==> src/rtl/agc_defs.vh <==
// constants for the gain loop control block
`ifndef AGC_DEFS_VH
`define AGC_DEFS_VH
`define AGC_GLC1_ADDR      6'h1c
`define AGC_GLC1_RESET     8'h91
`define AGC_HYST_MSB       7
`define AGC_HYST_LSB       6
`define AGC_WAIT_MSB       5
`define AGC_WAIT_LSB       4
`define AGC_HOLD_MSB       3
`define AGC_HOLD_LSB       2
`define AGC_FLEN_MSB       1
`define AGC_FLEN_LSB       0
`define AGC_HOLD_NORMAL    2'h0
`define AGC_HOLD_ON_SYNC   2'h1
`define AGC_HOLD_ANALOGUE  2'h2
`define AGC_HOLD_ALL       2'h3
`define AGC_WAIT_STEP      6'h08
`define AGC_BOUND_STEP_DB  5'h04
`define AGC_DEAD_ZONE_BASE 8'h02
`endif

==> src/rtl/agc_avg.v <==
// block mean of channel filter amplitude over a programmable window
`timescale 1ns/100ps
`default_nettype none
module agc_avg #(
  parameter AW = 8
) (
  // clock and reset
  input  wire          ref_clk,
  input  wire          rst_n,
  // sample stream
  input  wire          smp_en,
  input  wire          clr,
  input  wire [AW-1:0] smp,
  input  wire [1:0]    len_sel,
  // result
  output reg  [AW-1:0] avg_q,
  output reg           avg_vld_q
);
  reg [AW+5:0] sum_q;
  reg [6:0]    cnt_q;
  wire [6:0]   len = 7'h08 << len_sel;
  wire [AW+5:0] sum_n = sum_q + {6'h00, smp};
  // window length is a power of two, so the mean is a shift
  wire [AW+5:0] mean  = sum_n >> (3 + len_sel);

  // accumulate, emit mean at window end
  always @(posedge ref_clk)
  begin
    avg_vld_q <= 1'b0;
    if (!rst_n || clr)
    begin
      sum_q <= {(AW+6){1'b0}};
      cnt_q <= 7'h00;
      if (!rst_n)
        avg_q <= {AW{1'b0}};
    end
    else if (smp_en)
    begin
      if (cnt_q + 7'h01 >= len)
      begin
        avg_q     <= mean[AW-1:0];
        avg_vld_q <= 1'b1;
        sum_q     <= {(AW+6){1'b0}};
        cnt_q     <= 7'h00;
      end
      else
      begin
        sum_q <= sum_n;
        cnt_q <= cnt_q + 7'h01;
      end
    end
  end
endmodule // agc_avg
`default_nettype wire

==> src/rtl/agc_gain_loop.v <==
// gain loop controller with its control register
// ---------------------------------------------------------------
// ---------------------------------------------------------------
`timescale 1ns/100ps
`default_nettype none
`include "agc_defs.vh"
module agc_gain_loop #(
  parameter AW = 8,
  parameter GW = 4
) (
  // clock and reset
  input  wire          ref_clk,
  input  wire          rst_n,
  // register port
  input  wire [5:0]    reg_addr,
  input  wire          reg_wr,
  input  wire [7:0]    reg_wdata,
  output reg  [7:0]    reg_rdata,
  // receive datapath
  input  wire          smp_en,
  input  wire [AW-1:0] smp_amp,
  input  wire [AW-1:0] magn_target,
  input  wire          ask_mode,
  input  wire          sync_found,
  input  wire          rx_start,
  input  wire [GW-1:0] man_ana_gain,
  input  wire [GW-1:0] man_dig_gain,
  // gain, slicer and settling outputs
  output reg  [GW-1:0] ana_gain_q,
  output reg  [GW-1:0] dig_gain_q,
  output reg  [4:0]    ask_bound_db_q,
  output reg           settling_q
);
  // ---------------------------------------------------------------
  // register
  // ---------------------------------------------------------------
  reg  [7:0] gain_loop_control_one_q;
  wire [1:0] deviation_hysteresis_sel = gain_loop_control_one_q[`AGC_HYST_MSB:`AGC_HYST_LSB];
  wire [1:0] wait_sel                 = gain_loop_control_one_q[`AGC_WAIT_MSB:`AGC_WAIT_LSB];
  wire [1:0] gain_hold_policy         = gain_loop_control_one_q[`AGC_HOLD_MSB:`AGC_HOLD_LSB];
  wire [1:0] flen_sel                 = gain_loop_control_one_q[`AGC_FLEN_MSB:`AGC_FLEN_LSB];

  always @(posedge ref_clk)
  begin
    if (!rst_n)
      gain_loop_control_one_q <= `AGC_GLC1_RESET;
    else if (reg_wr && reg_addr == `AGC_GLC1_ADDR)
      gain_loop_control_one_q <= reg_wdata;
  end

  // readback, unmapped reads as zero
  always @*
  begin
    reg_rdata = (reg_addr == `AGC_GLC1_ADDR) ? gain_loop_control_one_q : 8'h00;
  end

  // ---------------------------------------------------------------
  // averaging and slicer boundary
  // ---------------------------------------------------------------
  wire          avg_vld;
  wire [AW-1:0] avg;
  reg  [5:0]    wait_cnt_q;
  reg           sync_seen_q;

  agc_avg #(.AW(AW)) u_avg (
    .ref_clk   (ref_clk),
    .rst_n     (rst_n),
    .smp_en    (smp_en && !settling_q),
    .clr       (settling_q || rx_start),
    .smp       (smp_amp),
    .len_sel   (flen_sel),
    .avg_q     (avg),
    .avg_vld_q (avg_vld)
  );

  always @(posedge ref_clk)
  begin
    if (!rst_n)
      ask_bound_db_q <= 5'h00;
    else
      ask_bound_db_q <= `AGC_BOUND_STEP_DB * ({3'h0, flen_sel} + 5'h01);
  end

  // ---------------------------------------------------------------
  // decision with hysteresis
  // ---------------------------------------------------------------
  // dead zone sizing; upper side grows faster, giving higher gain
  wire [AW:0] dz_lo = {1'b0, `AGC_DEAD_ZONE_BASE} + ({{(AW-1){1'b0}}, deviation_hysteresis_sel} << 1);
  wire [AW:0] dz_hi = {1'b0, `AGC_DEAD_ZONE_BASE} + ({{(AW-1){1'b0}}, deviation_hysteresis_sel} << 2);
  wire [AW:0] amp_x = {1'b0, avg};
  wire [AW:0] tgt_x = {1'b0, magn_target};
  wire too_big   = amp_x > tgt_x + dz_hi;
  wire too_small = amp_x + dz_lo < tgt_x;

  // sync freeze latch, cleared at start of reception
  always @(posedge ref_clk)
  begin
    if (!rst_n || rx_start)
      sync_seen_q <= 1'b0;
    else if (sync_found)
      sync_seen_q <= 1'b1;
  end

  wire hold_ana = (gain_hold_policy == `AGC_HOLD_ANALOGUE) || (gain_hold_policy == `AGC_HOLD_ALL)
                  || (gain_hold_policy == `AGC_HOLD_ON_SYNC && sync_seen_q);
  wire hold_dig = (gain_hold_policy == `AGC_HOLD_ALL)
                  || (gain_hold_policy == `AGC_HOLD_ON_SYNC && sync_seen_q);
  wire eval     = avg_vld && !settling_q;
  wire ana_dn   = eval && too_big   && !hold_ana && ana_gain_q != {GW{1'b0}};
  wire ana_up   = eval && too_small && !hold_ana && ana_gain_q != {GW{1'b1}};
  wire dig_dn   = eval && too_big   && !hold_dig && !ana_dn && dig_gain_q != {GW{1'b0}};
  wire dig_up   = eval && too_small && !hold_dig && !ana_up && dig_gain_q != {GW{1'b1}};
  wire changed  = ana_dn || ana_up || dig_dn || dig_up;

  // gain steps: normal, analogue held, manual override
  always @(posedge ref_clk)
  begin
    if (!rst_n)
    begin
      ana_gain_q <= {GW{1'b1}};
      dig_gain_q <= {GW{1'b1}};
    end
    else if (gain_hold_policy == `AGC_HOLD_ALL)
    begin
      ana_gain_q <= man_ana_gain;
      dig_gain_q <= man_dig_gain;
    end
    else
    begin
      if (ana_dn)
        ana_gain_q <= ana_gain_q - {{(GW-1){1'b0}}, 1'b1};
      else if (ana_up)
        ana_gain_q <= ana_gain_q + {{(GW-1){1'b0}}, 1'b1};
      if (dig_dn)
        dig_gain_q <= dig_gain_q - {{(GW-1){1'b0}}, 1'b1};
      else if (dig_up)
        dig_gain_q <= dig_gain_q + {{(GW-1){1'b0}}, 1'b1};
    end
  end

  always @(posedge ref_clk)
  begin
    if (!rst_n)
    begin
      settling_q <= 1'b0;
      wait_cnt_q <= 6'h00;
    end
    else if (changed)
    begin
      settling_q <= 1'b1;
      wait_cnt_q <= `AGC_WAIT_STEP * ({4'h0, wait_sel} + 6'h01);
    end
    else if (settling_q && smp_en)
    begin
      wait_cnt_q <= wait_cnt_q - 6'h01;
      if (wait_cnt_q == 6'h01)
        settling_q <= 1'b0;
    end
  end
endmodule // agc_gain_loop
`default_nettype wire

==> config.mk <==
export PLATFORM = sky130hd
export DESIGN_NAME = agc_gain_loop
export DESIGN_NICKNAME = d
export VERILOG_FILES = /design/src/rtl/agc_avg.v /design/src/rtl/agc_gain_loop.v
export VERILOG_INCLUDE_DIRS = /design/src /design/src/rtl
export SDC_FILE = /design/constraint.sdc
export NUM_CORES = 1
export LEC_CHECK = 0
export BUFFER_PORTS_ARGS = -buffer_cell sky130_fd_sc_hd__clkbuf_2
export CORE_UTILIZATION = 60
export DETAILED_ROUTE_END_ITERATION = 8
export PLACE_DENSITY = 0.83
export SYNTH_ARGS = -nofsm -noshare
export SYNTH_HDL_FRONTEND = slang
export SYNTH_SLANG_ARGS = --single-unit
export TNS_END_PERCENT = 100
==> constraint.sdc <==
create_clock -name ref_clk -period 10.9 [get_ports ref_clk]
set_input_delay 0.545 -clock ref_clk [delete_from_list [all_inputs] [get_ports ref_clk]]
set_output_delay 0.545 -clock ref_clk [all_outputs]
set_load 0.01 [all_outputs]
==> results of run 1 <==
report_power, final:
group / switching, mW / total, mW / internal (mW)
clock: 0.0812 / 0.210 / 0.129
sequential: 0.00286 / 0.220 / 0.217
combinational: 0.0464 / 0.0818 / 0.0354
Yosys cell counts, types with 3 or more instances:
| library cell | n |
|---|---|
| dfxtp_1 | 49 |
| nand2_1 | 48 |
| ha_1 | 45 |
| a21oi_1 | 40 |
| inv_1 | 32 |
| nand3_1 | 30 |
| nor2_1 | 28 |
| xnor2_1 | 25 |
| clkbuf_1 | 22 |
| nor3_1 | 19 |
| o21ai_0 | 18 |
| mux2i_1 | 16 |
| and2_1 | 14 |
| a21o_1 | 10 |
| nor2b_1 | 10 |
| nand4_1 | 9 |
| edfxtp_1 | 8 |
| nor4_1 | 8 |
| or3_1 | 8 |
| a211oi_1 | 6 |
| nand2b_1 | 6 |
| nor3b_1 | 6 |
| and3_1 | 5 |
| fa_1 | 5 |
| nand3b_1 | 5 |
| o211ai_1 | 5 |
| xor2_1 | 5 |
| a31oi_1 | 4 |
| o211a_1 | 4 |
| a2111oi_0 | 3 |
| o21a_1 | 3 |
| or4_1 | 3 |
kinds of logic (layout without fill, tap and decap cells):
family | after synthesis | after routing | share of synthesized area (%)
AOI/OAI and AO/OA | 126 | 126 | 18.6
xor gates and xnor gates | 30 | 30 | 5.69
adders and majority gates | 50 | 50 | 14.4
buffers and inverters | 60 | 111 | 5.09
DFF | 57 | 57 | 26.4
muxes | 20 | 20 | 4.93
other | 1 | 2 | 0.0812
and+or+nand+nor | 213 | 213 | 24.8
path summary, 6_finish.rpt:
check	startpoint	slack [ns]	to	cells after the start
hold reg to reg	u_avg.sum_q[5]	0.46	u_avg.sum_q[5]	2
setup / recovery	gain_loop_control_one_q[6]	6.57	ana_gain_q[3]	17
hold / removal	sync_found	0.42	sync_seen_q	3
setup reg to reg	gain_loop_control_one_q[6]	6.57	ana_gain_q[3]	17
flip-flops by register name, indices dropped and copies added, names as in the netlist:
signal,count
u_avg.sum_q,14
gain_loop_control_one_q,8
u_avg.avg_q,8
u_avg.cnt_q,7
wait_cnt_q,6
ana_gain_q,4
dig_gain_q,4
ask_bound_db_q,3
settling_q,1
sync_seen_q,1
u_avg.avg_vld_q,1
through the flow:
step / setup WS [ns] / cells / instance area [um2] / power, mW
floorplan: 6.86 / 558 / 4620 / 0.281
global placement: 6.42 / 694 / 4960 / 0.302
detailed placement: 6.35 / 694 / 4960 / 0.305
CTS: 6.65 / 708 / 5170 / 0.515
global route: 6.30 / 708 / 5170 / 0.534
finish: 6.57 / 708 / 5170 / 0.512
worst max-delay path, stage by stage, from the launching register on:
cell,delay (ns)
dfxtp_1,0.42
ha_1,0.27
a21o_1,0.20
o21ai_0,0.35
xnor2_1,0.14
ha_1,0.32
o211ai_1,0.10
o2bb2ai_1,0.19
or4_1,0.49
or3_1,0.39
inv_1,0.11
ha_1,0.23
a21o_2,0.21
a21oi_1,0.19
nor2b_1,0.18
nor3_1,0.07
a211oi_1,0.31
a211oi_2,0.05
placed cells by master, fill, tap and decap left out, types with 3 or more instances in the layout:
cell type  instances
nor2b_1           10
inv_1             32
mux2i_1           16
o211a_1            4
o21a_1             3
fa_1               5
ha_1              45
clkbuf_8          11
a211oi_1           6
a2111oi_0          3
nand2b_1           6
a21o_1            10
xor2_1             5
nor3_1            19
xnor2_1           25
or4_1              3
o21ai_0           18
nor3b_1            6
a21oi_1           40
nand4_1            9
and3_1             5
nor4_1             8
edfxtp_1           8
nor2_1            28
nand3b_1           5
o211ai_1           5
clkbuf_2          63
or3_1              8
and2_1            14
nand3_1           30
nand2_1           48
a31oi_1            4
dfxtp_1           49
per-layer routing:
metal / global-route usage [%] / part of all wire [%]
met3: 4.99 / 6.4
met4: 11.3 / 2.3
met2: 49.5 / 49
met5: 0 / 0
met1: 33.7 / 42
area by class of cell:
cell class | count | area share [%]
multi-input combinational | 441 | 61.2
sequential | 57 | 23.6
tap | 99 | 2.40
clock buffer | 12 | 3.41
clock inverter | 2 | 0.678
inverter | 33 | 2.40
timing repair buffer | 64 | 6.25
==> impl_metrics.json, run 1 <==
{
  "drtPass1Iterations": 5,
  "clk_pin_slew_ns": 0.07,
  "cts_tree": "yes",
  "cp-start-kind": "register",
  "hold_path_class": "in -> reg",
  "die_h_um": 89.7,
  "postSynthCellCount": 557,
  "synth-seq-cells": 57,
  "hold_violations": 0,
  "p_leak_nw": 2.28,
  "root_buffer": "clkbuf_8",
  "io_pins": 67,
  "setup_viol": 0,
  "synth_cell_type_count": 76,
  "routed_wl_mm": 10.9,
  "cts.sinks": 57,
  "dieWidth_um": 89.7,
  "start_util_pct": 63.0,
  "core_area_um2": 7330,
  "worstPathArrival_ns": 4.55,
  "mappedNetlistArea_um2": 4620,
  "rsz0062_at_grt": "no",
  "fin_skew_ns": 0.00815,
  "worst_skew_pair.late_latency_ns": 0.33,
  "cts_setup_buffers": 0,
  "crit_fanout": 4,
  "portBuffers": 63,
  "yosysTopAreaCell": "dfxtp_1",
  "dpl.hpwl_mm": 8.17,
  "ys_seq_area_share_pct": 26.4,
  "synthToLayoutAreaGrowth_pct": 11.9,
  "grt_max_degree": 38,
  "drv_cap": 0,
  "die-area_um2": 8050,
  "antenna_found_initial": 0,
  "setup_tns_ns": 0,
  "required_ns": 11.12,
  "max_freq_mhz": 231,
  "rows": 31,
  "htree_levels": 3,
  "synth-main-ff-cell": "dfxtp_1",
  "grt_overflow_total": 0,
  "grt_pass1_vias": 4141,
  "cts_buffer_depth": 2,
  "final_nets": 701,
  "timing.slew.headroom_pct": 25.8,
  "cts_resized": 0,
  "seqCellArea_um2": 1220,
  "grt_use_total_pct": 28.1,
  "netlist_top_cells_area": "dfxtp_1 (21%), ha_1 (12%), edfxtp_1 (5.2%), xnor2_1 (4.7%), a21oi_1 (4.3%)",
  "fillers": 628,
  "ir_drop_uv": 89.2,
  "drt_iter0_drc": 199,
  "diodes": 0,
  "routed-via-count": 4319,
  "tightest_slew_ns": 1.10,
  "holdBufCountCts": 0,
  "end_kind": "register",
  "layout_min_cycle_time_ns": 4.33,
  "final_core_util_pct": 70.5,
  "multiInputGateArea_um2": 3160,
  "period_share_pct": 39.7,
  "drive_gt1_share_pct": 16.3,
  "place.gp.congestion": 0.943,
  "yosysWarnings": 0,
  "synth_edf_count": 8,
  "ant_nets": 0,
  "drt-wirelength-per-cell_um": 15.3,
  "status": "complete, no violations",
  "maxSlewViolCount": 0,
  "cts_made_buffers": 9,
  "syn_avg_cell_area_um2": 8.29,
  "grt_first_pass_wirelength_mm": 18.7,
  "pwr_density_cell_nw_per_um2": 99.0,
  "drc": 0,
  "synth.top_cell.area_share_pct": 21.2,
  "drt-vias-per-instance": 6.10,
  "timing.setup.critical_path_class": "reg -> reg",
  "async_reset_ff_share_pct": 0,
  "hold-worst-slack_ns": 0.418
}
No activity file was read; power rests on OpenSTA's default activity.
==> run 2, diff against run 1 <==
--- a/config.mk
+++ b/config.mk
@@ -7,9 +7,9 @@
 export NUM_CORES = 1
 export LEC_CHECK = 0
 export BUFFER_PORTS_ARGS = -buffer_cell sky130_fd_sc_hd__clkbuf_2
-export CORE_UTILIZATION = 60
+export CORE_UTILIZATION = 53
 export DETAILED_ROUTE_END_ITERATION = 8
-export PLACE_DENSITY = 0.83
+export PLACE_DENSITY = 0.78
 export SYNTH_ARGS = -nofsm -noshare
 export SYNTH_HDL_FRONTEND = slang
 export SYNTH_SLANG_ARGS = --single-unit
==> constraint.sdc (replaced) <==
create_clock -name ref_clk -period 3.8 [get_ports ref_clk]
set_input_delay 0.19 -clock ref_clk [delete_from_list [all_inputs] [get_ports ref_clk]]
set_output_delay 0.19 -clock ref_clk [all_outputs]
set_load 0.01 [all_outputs]
==> run 2 against run 1 <==
Compared with the run above: maximum frequency grew 17%; global-route usage shrank 2.2 points; via count grew 0.86%; utilization shrank 4.9 points; critical path depth shrank 2; total power grew to 3.0 times the previous value; sequential cell count is the same; count of clock-buffer cells in the layout shrank 1; sequential share of layout area shrank 1.3 points; routed wire length grew 6.1%; final cell count grew 4.4%; final area grew 5.9%; critical endpoint unchanged; largest cell class unchanged; largest power group is now the clock network; highest routed layer unchanged.
==> impl_metrics.json, run 2 (synthesis gave the netlist of run 1 again) <==
{
  "max_freq_mhz": 269,
  "drt-vias-per-instance": 5.89,
  "root_buffer": "clkbuf_8",
  "drc": 0,
  "most-common-layout-cells": "clkbuf_2 (63), nand2_1 (48), dfxtp_1 (47)",
  "end_kind": "register",
  "routed-via-count": 4356,
  "rsz0062_at_grt": "yes",
  "grt_overflow_total": 0,
  "hold_path_class": "in -> reg",
  "cp-start-kind": "register",
  "final_nets": 724,
  "p_leak_nw": 2.40,
  "clk_pin_slew_ns": 0.08,
  "p_total_mw": 1.56,
  "design_area_um2": 5470,
  "placed_area_um2": 5110,
  "drtPass1Iterations": 4,
  "cts_made_buffers": 9,
  "tightest_slew_ns": 1.23,
  "setup_viol": 0,
  "ant_nets": 0,
  "io_pins": 67,
  "drive_gt1_share_pct": 22.6,
  "largest_reg_flops": 14,
  "top_register": "u_avg.sum_q",
  "grt_pass1_vias": 4054,
  "period_share_pct": 97.7,
  "routed_wl_mm": 11.5,
  "required_ns": 4.06,
  "antenna_found_initial": 0,
  "drv_cap": 0,
  "dpl.hpwl_mm": 8.48,
  "mostFrequentLayoutCell": "clkbuf_2",
  "setup_tns_ns": 0,
  "cts_tree": "yes",
  "dpl_worst_slack_ns": -0.0996,
  "fin_skew_ns": 0.0118,
  "postLayoutSetupSlackWorst_ns": 0.0890,
  "reg_top3": "u_avg.sum_q x14, gain_loop_control_one_q x8, u_avg.avg_q x8",
  "start_util_pct": 55.4,
  "worst_skew_pair.late_latency_ns": 0.34,
  "layout_min_cycle_time_ns": 3.71,
  "ir_drop_uv": 272,
  "diodes": 0,
  "fin_cells": 739,
  "crit_fanout": 3,
  "die-area_um2": 9090,
  "grt_first_pass_wirelength_mm": 18.3,
  "portBuffers": 63,
  "r2r_slack_ns": 0.09,
  "cts_buffer_depth": 2,
  "pwr_density_cell_nw_per_um2": 284,
  "drt-wirelength-per-cell_um": 15.6,
  "core_area_um2": 8340,
  "dieWidth_um": 95.3,
  "dp.cells": 720,
  "grt_use_total_pct": 25.9,
  "worstPathArrival_ns": 3.97,
  "place.gp.congestion": 0.907,
  "status": "complete, no violations",
  "final_core_util_pct": 65.6,
  "rows": 33,
  "die_h_um": 95.3,
  "htree_levels": 3,
  "timing.slew.headroom_pct": 17.3,
  "hold_violations": 0,
  "cts.sinks": 57,
  "drt_iter0_drc": 232,
  "maxSlewViolCount": 0,
  "grt_max_degree": 38,
  "timing.setup.critical_path_class": "reg -> reg",
  "synthToLayoutAreaGrowth_pct": 18.5,
  "hold-worst-slack_ns": 0.0662
}
[run 2: layout make-up]
cell class                      count  area [um2]
Clock inverter                      5        76.3
Inverter                           33         126
Multi-Input combinational cell    441        3270
Sequential cell                    57        1220
Fill cell                         706        2870
Tap cell                          105         131
Timing Repair Buffer               87         495
Clock buffer                       11         151
[run 2: final timing paths]
check,from,to,cells past startpoint
setup / recovery,gain_loop_control_one_q[6],ana_gain_q[3],15
hold / removal,sync_found,sync_seen_q,3
setup reg to reg,gain_loop_control_one_q[6],ana_gain_q[3],15
hold reg to reg,u_avg.sum_q[0],u_avg.sum_q[0],2
[run 2: critical path: stages (launching register included)]
cell	delay, ns
dfxtp_2	0.34
ha_1	0.26
a21o_1	0.20
a21oi_1	0.18
xnor2_1	0.09
ha_1	0.18
or4_4	0.57
o32ai_4	0.34
or3_4	0.19
inv_2	0.03
ha_1	0.26
a21o_2	0.13
a21oi_2	0.05
or4_4	0.43
a21o_1	0.20
a211oi_2	0.16
[run 2: what timing repair did]
| action | 4_1_cts | 5_1_grt |
|---|---|---|
| pin swaps | 2 | 10 |
| resized for setup | 5 | 20 |
| hold endpoints to repair | 0 | 0 |
| gates cloned | 0 | 0 |
| hold buffers | 0 | 0 |
| endpoints found under the setup margin | 2 | 11 |
| buffers inserted | 0 | 3 |
[run 2: where the power goes]
| part | internal [mW] | switching, mW | total [mW] |
|---|---|---|---|
| Sequential | 0.622 | 0.00828 | 0.630 |
| Combinational | 0.115 | 0.141 | 0.256 |
| Clock | 0.403 | 0.267 | 0.671 |
| Total | 1.14 | 0.416 | 1.56 |
[run 2: layer usage]
metal	wire length, um	global-route usage [%]
met5	0	0
met4	197	8.08
met3	650	4.15
met2	5800	46.5
met1	4880	31.2
